[src/logic/cfg_bank_pkg.sv]
// Purpose: constants shared by the configuration register bank
// Assumes: 10-bit host I/O addresses, 8-bit data, 10 MHz mclk
// Notes: offsets are index values seen through the data port
//
// Behaviour
// index written at port F2, then port F3 reads/writes selected register
// serial control bit 1 set disables second serial channel; reset 0
// serial control bit 0 powers down second channel; reset from strap
// primary serial base bits 7-1 hold A9-3 of first window, default FE
// primary serial base bit 0 set adds A2 to parallel port decode
// secondary serial base bits 7-1 hold A9-3, default BE, bit 0 reserved
// irq3 from bits 7-6, irq4 from 5-4; 01 parallel, 10 first, 11 second
// irq7 from bits 3-2, irq5 from 1-0; 01 second, 10 parallel, 11 first
// dma select bits 5-4: 00 drq0, 01 drq1, 10 off, 11 drq3
// fifo code n gives read threshold 15-n, write threshold n+1; the code treats 1111 as 1110
// floppy control bit 6 swaps drive selects 0 and 1
// floppy control bit 3 stops the floppy controller clock
// floppy control bit 1 disables floppy controller; reset from strap
// floppy control bit 0 picks secondary floppy address when set
// disk control bit 3 decodes both disk channels
// disk control bit 2 picks the 8-bit host interface style
// disk control bit 1 disables disk chip selects; reset from strap
// disk control bit 0 picks the secondary disk channel address set
// reserved bits read as zero and ignore writes
package cfg_bank_pkg;
    // host ports
    localparam logic [9:0] PORT_INDEX = 10'h0F2;
    localparam logic [9:0] PORT_DATA = 10'h0F3;
    // register indexes
    localparam logic [7:0] IDX_SER_CTL = 8'hDB;
    localparam logic [7:0] IDX_SER_A_BASE = 8'hDC;
    localparam logic [7:0] IDX_SER_B_BASE = 8'hDD;
    localparam logic [7:0] IDX_IRQ_ROUTE = 8'hDE;
    localparam logic [7:0] IDX_DMA_FIFO = 8'hDF;
    localparam logic [7:0] IDX_FLP_CTL = 8'hFB;
    localparam logic [7:0] IDX_DISK_CTL = 8'hFE;
    // writable-bit masks, everything else is reserved
    localparam logic [7:0] MASK_SER_CTL = 8'h03;
    localparam logic [7:0] MASK_SER_B_BASE = 8'hFE;
    localparam logic [7:0] MASK_DMA_FIFO = 8'h3F;
    localparam logic [7:0] MASK_FLP_CTL = 8'h4B;
    localparam logic [7:0] MASK_DISK_CTL = 8'h0F;
    // values after reset, and the value read at an unmapped index
    localparam logic [7:0] RST_SER_A_BASE = 8'hFE;
    localparam logic [7:0] RST_SER_B_BASE = 8'hBE;
    localparam logic [7:0] RST_IRQ_ROUTE = 8'hE2;
    localparam logic [7:0] RST_ZERO = 8'h00;
    localparam logic [7:0] RD_UNMAPPED = 8'h00;
    // field positions
    localparam int SER_B_DIS = 1;
    localparam int SER_B_PD = 0;
    localparam int SER_A_A2 = 0;
    localparam int FLP_SWAP = 6;
    localparam int FLP_CLKDIS = 3;
    localparam int FLP_DIS = 1;
    localparam int FLP_SEC = 0;
    localparam int DISK_BOTH = 3;
    localparam int DISK_8BIT = 2;
    localparam int DISK_DIS = 1;
    localparam int DISK_SEC = 0;
    // dma select codes
    localparam logic [1:0] DRQ_SEL_0 = 2'h0;
    localparam logic [1:0] DRQ_SEL_1 = 2'h1;
    localparam logic [1:0] DRQ_SEL_OFF = 2'h2;
    // disk channel windows, address bits 9-3
    localparam logic [6:0] DISK_PRI_WIN = 7'h3E;
    localparam logic [6:0] DISK_SEC_WIN = 7'h2E;
    // straps are loaded once the synchroniser has filled
    localparam logic [1:0] STRAP_LOAD_CNT = 2'h2;
endpackage : cfg_bank_pkg

[src/logic/irq_source_select.sv]
// Purpose: pick one interrupt source for one host interrupt line
// Assumes: sources are levels on mclk
// Notes: ALT_MAP chooses the code table of lines 7 and 5
`timescale 1ns/1ns
`default_nettype none
module irq_source_select #(
    parameter bit ALT_MAP = 1'b0
) (
    // select code
    input wire logic [1:0] sel,
    // candidate sources
    input wire logic par_irq,
    input wire logic ser_a_irq,
    input wire logic ser_b_irq,
    // chosen line
    output logic irq
);
    // code 00 always parks the line low
    always_comb
    begin
        case (sel)
            2'h1: irq = ALT_MAP ? ser_b_irq : par_irq;
            2'h2: irq = ALT_MAP ? par_irq : ser_a_irq;
            2'h3: irq = ALT_MAP ? ser_a_irq : ser_b_irq;
            default: irq = 1'b0;
        endcase
    end
endmodule : irq_source_select
`default_nettype wire

[src/logic/fifo_threshold_decode.sv]
// Purpose: turn the fifo code into read and write thresholds
// Assumes: code comes from a register on mclk
// Notes: code 1111 is clamped so that it still gives 1 and 15
`timescale 1ns/1ns
`default_nettype none
module fifo_threshold_decode (
    // code
    input wire logic [3:0] code,
    // thresholds
    output logic [3:0] rd_thresh,
    output logic [3:0] wr_thresh
);
    logic [3:0] eff;
    // the table skips 1110 and maps all-ones to 1/15, so clamp to 14
    assign eff = (code == 4'hF) ? 4'hE : code;
    assign rd_thresh = 4'hF - eff;
    assign wr_thresh = eff + 4'h1;
endmodule : fifo_threshold_decode
`default_nettype wire

[src/logic/cfg_register_bank.sv]
// Purpose: indexed configuration bank for the peripheral I/O section
// Assumes: host bus pins are asynchronous to mclk and held for many cycles
// Notes: a write takes effect when the write strobe rises
`timescale 1ns/1ns
`default_nettype none
module cfg_register_bank (
    // clock and reset
    input wire logic mclk,
    input wire logic sys_rst,
    // host i/o cycle pins
    input wire logic [9:0] sa,
    input wire logic aen,
    input wire logic ior_n,
    input wire logic iow_n,
    input wire logic [7:0] sd_in,
    output logic [7:0] sd_out,
    output logic sd_oe_n,
    // power-up straps
    input wire logic strap_ser_b_pd,
    input wire logic strap_flp_dis,
    input wire logic strap_disk_dis,
    // interrupt sources from the peripherals
    input wire logic par_irq,
    input wire logic ser_a_irq,
    input wire logic ser_b_irq,
    // host interrupt lines
    output logic irq3,
    output logic irq4,
    output logic irq5,
    output logic irq7,
    // extended parallel mode dma
    input wire logic xpm_drq,
    output logic drq0,
    output logic drq1,
    output logic drq3,
    output logic [3:0] xpm_rd_thresh,
    output logic [3:0] xpm_wr_thresh,
    // serial channels
    output logic ser_a_cs,
    output logic ser_b_cs,
    output logic ser_b_disable,
    output logic ser_b_powerdown,
    output logic par_a2_decode,
    // floppy controller
    input wire logic [1:0] flp_ds_in,
    output logic [1:0] flp_ds_out,
    output logic flp_clk_en,
    output logic flp_disable,
    output logic flp_secondary,
    // disk interface
    output logic disk_cs_pri,
    output logic disk_cs_sec,
    output logic disk_8bit_style
);
    typedef struct packed {
        logic iow1;
        logic iow2;
        logic iow3;
        logic ior1;
        logic ior2;
        logic aen1;
        logic aen2;
        logic aen3;
        logic [9:0] sa1;
        logic [9:0] sa2;
        logic [9:0] sa3;
        logic [7:0] d1;
        logic [7:0] d2;
        logic [7:0] d3;
        logic [2:0] strap1;
        logic [2:0] strap2;
        logic [1:0] strap_cnt;
        logic [7:0] index;
        logic [7:0] ser_ctl;
        logic [7:0] ser_a_base;
        logic [7:0] ser_b_base;
        logic [7:0] irq_route;
        logic [7:0] dma_fifo;
        logic [7:0] flp_ctl;
        logic [7:0] disk_ctl;
        logic [7:0] rdata;
        logic drive;
    } bank_state_t;

    bank_state_t st_r;
    bank_state_t st_nxt;
    logic wr_evt;
    logic rd_sel;
    logic [7:0] rd_mux;
    logic [3:0] irq_lines;

    // a write ends on the rising strobe; address and data are one stage older
    assign wr_evt = st_r.iow2 && !st_r.iow3 && !st_r.aen3;
    assign rd_sel = !st_r.ior2 && !st_r.aen2 && st_r.sa2 == cfg_bank_pkg::PORT_DATA;

    // read mux; unwritable bits are already zero in the stored copies
    always_comb
    begin
        case (st_r.index)
            cfg_bank_pkg::IDX_SER_CTL: rd_mux = st_r.ser_ctl;
            cfg_bank_pkg::IDX_SER_A_BASE: rd_mux = st_r.ser_a_base;
            cfg_bank_pkg::IDX_SER_B_BASE: rd_mux = st_r.ser_b_base;
            cfg_bank_pkg::IDX_IRQ_ROUTE: rd_mux = st_r.irq_route;
            cfg_bank_pkg::IDX_DMA_FIFO: rd_mux = st_r.dma_fifo;
            cfg_bank_pkg::IDX_FLP_CTL: rd_mux = st_r.flp_ctl;
            cfg_bank_pkg::IDX_DISK_CTL: rd_mux = st_r.disk_ctl;
            default: rd_mux = cfg_bank_pkg::RD_UNMAPPED;
        endcase
    end

    // next state: synchronisers, strap load, register writes, read data
    always_comb
    begin
        st_nxt = st_r;
        st_nxt.iow1 = iow_n;
        st_nxt.iow2 = st_r.iow1;
        st_nxt.iow3 = st_r.iow2;
        st_nxt.ior1 = ior_n;
        st_nxt.ior2 = st_r.ior1;
        st_nxt.aen1 = aen;
        st_nxt.aen2 = st_r.aen1;
        st_nxt.aen3 = st_r.aen2;
        st_nxt.sa1 = sa;
        st_nxt.sa2 = st_r.sa1;
        st_nxt.sa3 = st_r.sa2;
        st_nxt.d1 = sd_in;
        st_nxt.d2 = st_r.d1;
        st_nxt.d3 = st_r.d2;
        st_nxt.strap1 = {strap_disk_dis, strap_flp_dis, strap_ser_b_pd};
        st_nxt.strap2 = st_r.strap1;
        // straps land once, after the synchroniser holds real pin levels
        if (st_r.strap_cnt != 2'h3)
        begin
            st_nxt.strap_cnt = st_r.strap_cnt + 2'h1;
        end
        if (st_r.strap_cnt == cfg_bank_pkg::STRAP_LOAD_CNT)
        begin
            st_nxt.ser_ctl[cfg_bank_pkg::SER_B_PD] = st_r.strap2[0];
            st_nxt.flp_ctl[cfg_bank_pkg::FLP_DIS] = st_r.strap2[1];
            st_nxt.disk_ctl[cfg_bank_pkg::DISK_DIS] = st_r.strap2[2];
        end
        // index port is write-only; data port goes to the indexed register
        if (wr_evt && st_r.sa3 == cfg_bank_pkg::PORT_INDEX)
        begin
            st_nxt.index = st_r.d3;
        end
        if (wr_evt && st_r.sa3 == cfg_bank_pkg::PORT_DATA)
        begin
            case (st_r.index)
                cfg_bank_pkg::IDX_SER_CTL:
                    st_nxt.ser_ctl = st_r.d3 & cfg_bank_pkg::MASK_SER_CTL;
                cfg_bank_pkg::IDX_SER_A_BASE:
                    st_nxt.ser_a_base = st_r.d3;
                cfg_bank_pkg::IDX_SER_B_BASE:
                    st_nxt.ser_b_base = st_r.d3 & cfg_bank_pkg::MASK_SER_B_BASE;
                cfg_bank_pkg::IDX_IRQ_ROUTE:
                    st_nxt.irq_route = st_r.d3;
                cfg_bank_pkg::IDX_DMA_FIFO:
                    st_nxt.dma_fifo = st_r.d3 & cfg_bank_pkg::MASK_DMA_FIFO;
                cfg_bank_pkg::IDX_FLP_CTL:
                    st_nxt.flp_ctl = st_r.d3 & cfg_bank_pkg::MASK_FLP_CTL;
                cfg_bank_pkg::IDX_DISK_CTL:
                    st_nxt.disk_ctl = st_r.d3 & cfg_bank_pkg::MASK_DISK_CTL;
                default:
                    st_nxt.index = st_r.index;
            endcase
        end
        // read data is held in a flop; it follows the index while driven
        st_nxt.rdata = rd_mux;
        st_nxt.drive = rd_sel;
    end

    // the only clocked process; reset loads constants only
    always_ff @(posedge mclk or posedge sys_rst)
    begin
        if (sys_rst)
        begin
            st_r <= '0;
            st_r.iow1 <= 1'b1;
            st_r.iow2 <= 1'b1;
            st_r.iow3 <= 1'b1;
            st_r.ior1 <= 1'b1;
            st_r.ior2 <= 1'b1;
            st_r.aen1 <= 1'b1;
            st_r.aen2 <= 1'b1;
            st_r.aen3 <= 1'b1;
            st_r.ser_ctl <= cfg_bank_pkg::RST_ZERO;
            st_r.ser_a_base <= cfg_bank_pkg::RST_SER_A_BASE;
            st_r.ser_b_base <= cfg_bank_pkg::RST_SER_B_BASE;
            st_r.irq_route <= cfg_bank_pkg::RST_IRQ_ROUTE;
            st_r.dma_fifo <= cfg_bank_pkg::RST_ZERO;
            st_r.flp_ctl <= cfg_bank_pkg::RST_ZERO;
            st_r.disk_ctl <= cfg_bank_pkg::RST_ZERO;
        end
        else
        begin
            st_r <= st_nxt;
        end
    end

    // host data bus, enable is low while driving
    assign sd_out = st_r.rdata;
    assign sd_oe_n = !st_r.drive;

    // four interrupt lines: 3 and 4 share one code table, 7 and 5 the other
    genvar g;
    generate
        for (g = 0; g < 4; g = g + 1)
        begin : g_irq
            irq_source_select #(
                .ALT_MAP(g >= 2)
            ) u_sel (
                .sel(st_r.irq_route[7 - 2 * g -: 2]),
                .par_irq(par_irq),
                .ser_a_irq(ser_a_irq),
                .ser_b_irq(ser_b_irq),
                .irq(irq_lines[g])
            );
        end
    endgenerate
    assign irq3 = irq_lines[0];
    assign irq4 = irq_lines[1];
    assign irq7 = irq_lines[2];
    assign irq5 = irq_lines[3];

    // dma request steering; code 10 parks every line low
    assign drq0 = xpm_drq && st_r.dma_fifo[5:4] == cfg_bank_pkg::DRQ_SEL_0;
    assign drq1 = xpm_drq && st_r.dma_fifo[5:4] == cfg_bank_pkg::DRQ_SEL_1;
    assign drq3 = xpm_drq && st_r.dma_fifo[5:4] == 2'h3;

    fifo_threshold_decode u_thresh (
        .code(st_r.dma_fifo[3:0]),
        .rd_thresh(xpm_rd_thresh),
        .wr_thresh(xpm_wr_thresh)
    );

    // serial windows decode from the synced address, not the raw pins
    assign ser_b_disable = st_r.ser_ctl[cfg_bank_pkg::SER_B_DIS];
    assign ser_b_powerdown = st_r.ser_ctl[cfg_bank_pkg::SER_B_PD];
    assign par_a2_decode = st_r.ser_a_base[cfg_bank_pkg::SER_A_A2];
    assign ser_a_cs = !st_r.aen3 && st_r.sa3[9:3] == st_r.ser_a_base[7:1];
    assign ser_b_cs = !st_r.aen3 && !ser_b_disable
        && st_r.sa3[9:3] == st_r.ser_b_base[7:1];

    // floppy controls
    assign flp_ds_out = st_r.flp_ctl[cfg_bank_pkg::FLP_SWAP]
        ? {flp_ds_in[0], flp_ds_in[1]} : flp_ds_in;
    assign flp_clk_en = !st_r.flp_ctl[cfg_bank_pkg::FLP_CLKDIS];
    assign flp_disable = st_r.flp_ctl[cfg_bank_pkg::FLP_DIS];
    assign flp_secondary = st_r.flp_ctl[cfg_bank_pkg::FLP_SEC];

    // disk chip selects; with both set the channel bit no longer matters
    logic disk_on;
    logic in_pri;
    logic in_sec;
    assign disk_on = !st_r.aen3 && !st_r.disk_ctl[cfg_bank_pkg::DISK_DIS];
    assign in_pri = st_r.sa3[9:3] == cfg_bank_pkg::DISK_PRI_WIN;
    assign in_sec = st_r.sa3[9:3] == cfg_bank_pkg::DISK_SEC_WIN;
    assign disk_cs_pri = disk_on && in_pri && (st_r.disk_ctl[cfg_bank_pkg::DISK_BOTH]
        || !st_r.disk_ctl[cfg_bank_pkg::DISK_SEC]);
    assign disk_cs_sec = disk_on && in_sec && (st_r.disk_ctl[cfg_bank_pkg::DISK_BOTH]
        || st_r.disk_ctl[cfg_bank_pkg::DISK_SEC]);
    assign disk_8bit_style = st_r.disk_ctl[cfg_bank_pkg::DISK_8BIT];
endmodule : cfg_register_bank
`default_nettype wire

[config.mk]
export PLATFORM = sky130hd
export DESIGN_NAME = cfg_register_bank
export DESIGN_NICKNAME = d
export VERILOG_FILES = /design/src/logic/cfg_bank_pkg.sv /design/src/logic/irq_source_select.sv /design/src/logic/fifo_threshold_decode.sv /design/src/logic/cfg_register_bank.sv
export SDC_FILE = /design/constraint.sdc
export NUM_CORES = 1
export LEC_CHECK = 0
export ABC_AREA = 1
export ABC_CLOCK_PERIOD_IN_PS = 9650
export BUFFER_PORTS_ARGS = -buffer_cell sky130_fd_sc_hd__buf_4
export CORE_MARGIN = 4
export CORE_UTILIZATION = 50
export CTS_BUF_LIST = sky130_fd_sc_hd__clkbuf_8
export CTS_CLUSTER_SIZE = 25
export DETAILED_ROUTE_END_ITERATION = 16
export GPL_TIMING_DRIVEN = 0
export HOLD_SLACK_MARGIN = 0.12
export PLACE_DENSITY = 0.69
export SETUP_SLACK_MARGIN = 0.05
export SLEW_MARGIN = 10
export SYNTH_ARGS = -nofsm -noshare
export SYNTH_HDL_FRONTEND = slang
export SYNTH_SLANG_ARGS = --single-unit
[constraint.sdc]
create_clock -name mclk -period 9.65 [get_ports mclk]
set_input_delay 1.93 -clock mclk [delete_from_list [all_inputs] [get_ports mclk]]
set_output_delay 1.93 -clock mclk [all_outputs]
set_load 0.02 [all_outputs]
==> qor.txt <==
Maximum clock path buffer count = 2
IO Pins = 69
Top post-synthesis cells by area = dfrtp_1, dfstp_2, nand2_1
VDD IR-drop max = 146 uV
RSZ-0062 raised after global routing = false
Via Count = 3916
Most common cell in the netlist = nand2_1
Post-Syn Instances = 533
Flop pwr share = 0.503
Synth async-reset ratio = 1.00
Top post-synthesis cells by count = nand2_1, dfrtp_1, nand3_1
Core region area = 9860 um^2
Area of the die = 11900 um^2
Multiplexer area fraction after synthesis = 0
Startpoint Class = input port
Min-Delay Path Class = flop to flop
Post-Synth Simple-Gate Area = 0.270
Register area = 3180 um^2
Inserted Diodes = 0
Max stage delay on crit path = 150 ps
Final wirelength = 11500 um
Clk network pwr share = 0.464
Skew-Pair Late Insertion Delay = 420 ps
CTS H-tree lvls = 4
First-pass GRT wire length = 18300 um
Tightest Pin Transition = 574 ps
Most crowded layer after global routing = met2
Setup bufs post-CTS = 0
WS Path Type = input port to output pin
Worst setup margin = 5190 ps
Final Hold Fails = 0
Xor/xnor share of the synthesized area = 0.0154
# setup viols final = 0
Leakage = 3.12 nW
Layout cells sized above 1 = 0.254
Worst clock skew = 10.9 ps
Die width = 109 um
Seq/Total Area, Yosys = 0.622
Routability cong. = 0.897
Initial Util = 0.519
First-pass iteration count of the detailed router = 5
Met2 Use GR = 0.337
Clock transition at the registers of the reported paths = 70 ps
Status = complete, no violations
Tot GR Track Use = 0.206
Clk Tree Root Cell = clkbuf_8
Adder-cell share of the synthesized area = 0.00733
Crit path time final = 4460 ps
Switching Share = 0.216
Max-cap violations = 0
Slowest CP cell = buf_4
WL per Instance = 15.0 um
Met1 Use GR = 0.260
GR Util met3 = 0.0527
Period utilisation layout = 0.462
Synth area leader = dfrtp_1
WP data required = 7720 ps
Fmax = 0.224 GHz
Cell area after layout = 6280 um^2
Largest family of logic cells by synthesized area = simple AND/OR/NAND/NOR gates
Post-Syn Area per Cell = 9.61 um^2
Sw Pwr = 238 uW
Layout net count = 656
DR vias/cell = 5.11
Placed cell area = 5830 um^2
Combinational share of power = 0.033
Iter 0 DRT Violations = 296
# resized after CTS = 0
Dpl cells = 735
Library cells used by synthesis = 28
TritonCTS clock tree = built
Main synth FF type = dfrtp_1
Critical Path AT = 2530 ps
ANT nets after route = 0
Area Overhead vs Synth = 22.7%
Fillcell total = 814
Largest net degree at the start of global routing = 97
Die Y = 109 um
#FFs+latches synth = 126
Max-slew headroom = 0.615
Number of global-route vias before repair = 3684
Power per standard cell area = 176 nW/um^2
Most used cell, CP = buf_4
GR Overflow Total = 0
Number of flops mapped to enable cells by yosys = 0
Crit end category = output pin
Multi-input gate area = 1650 um^2
CP max FO = 3
Slew Limit Fails = 0
Synth Area in Compound Gates = 0.0286
Worst path cell trace = buf_4, inv_1, o21ai_0, a21oi_1, nor2_1, buf_4
Setup TNS = 0 ps
YS warnings = 0
Drc violations = 0
Num rows = 36
Synth top area share = 0.494
Clock sink count = 126
Final Non-Filler Cells = 767
Pint = 867 uW
Initial antenna violation count = 0
Cell Area, Synth = 5120 um^2
Post-CTS Hold Fix Bufs = 0
DP Worst Slack = 5190 ps
Syn nets = 568
Post-DP HPWL = 7960 um
WHS = 349 ps
IO Port Bufs = 68
CTS buffer count = 17
## path summary, 6_finish.rpt
check | startpoint | to | slack [ps] | cells after the start
max in group asynchronous | sys_rst | st_r[44] | 7430 | 3
worst max register to register | st_r[70] | st_r[50] | 8030 | 6
worst min register to register | st_nxt[84] | st_r[84] | 350 | 0
worst max-delay path | par_irq | irq7 | 5190 | 6
worst min-delay path | st_nxt[84] | st_r[84] | 350 | 0
min in group asynchronous | sys_rst | st_nxt[93] | 1460 | 2
## placed cells by master (no fill, tap or decap), types with 10 or more instances in the layout
cell type,count
o21ai_0,17
clkbuf_8,17
dfstp_2,25
nand4_1,15
a21oi_1,10
nor2_1,40
buf_4,79
inv_1,34
dfrtp_1,101
nand3_1,70
nand2_1,164
## per-layer routing
metal	routed length (um)	vias to the layer above
li1	-	1896
met3	827	20
met5	0	-
met2	5590	159
met4	358	0
met1	4740	1841
## area by class of cell
type,instances,area share
clock inverter,15,0.0350
timing repair buffer,69,0.0856
sequential,126,0.507
tap,133,0.0265
buffer,19,0.0221
multi-input combinational,348,0.262
inverter,40,0.0247
clock buffer,17,0.0372
## logic make-up (layout without fill, tap and decap cells)
kind of cell	count (synthesis)	in the layout
compound gates	29	29
xor+xnor	9	9
fa+ha+maj	3	3
buf+inv	59	160
flops	126	126
simple gates	307	307
## sequential cells by signal, indices dropped and copies added, names as in the netlist
register / count
disk_8bit_style: 1
par_a2_decode: 1
sd_out: 8
flp_secondary: 1
st_r: 68
flp_disable: 1
ser_b_disable: 1
st_nxt: 44
ser_b_powerdown: 1
## worst max-delay path: cells and delay by family
| kind | cells | cell delay (ps) |
|---|---|---|
| AND/OR/NAND/NOR | 1 | 60 |
| buffers and inverters | 3 | 330 |
| AO/OA/AOI/OAI | 2 | 200 |
## through the flow
stage	utilization	power, mW
finish	0.637	1.11
detailed placement	0.591	0.603
global placement	0.588	0.599
CTS	0.637	1.11
global route	0.637	1.15
floorplan	-	0.580
## power by group through the flow
stage               clock (mW)  sequential (mW)  combinational [mW]
floorplan                    0            0.562              0.0180
global placement             0            0.565              0.0339
detailed placement           0            0.566              0.0368
CTS                      0.522            0.556              0.0371
global route             0.548            0.557              0.0410
finish                   0.513            0.556              0.0361
Power figures use the tool's default switching activity.
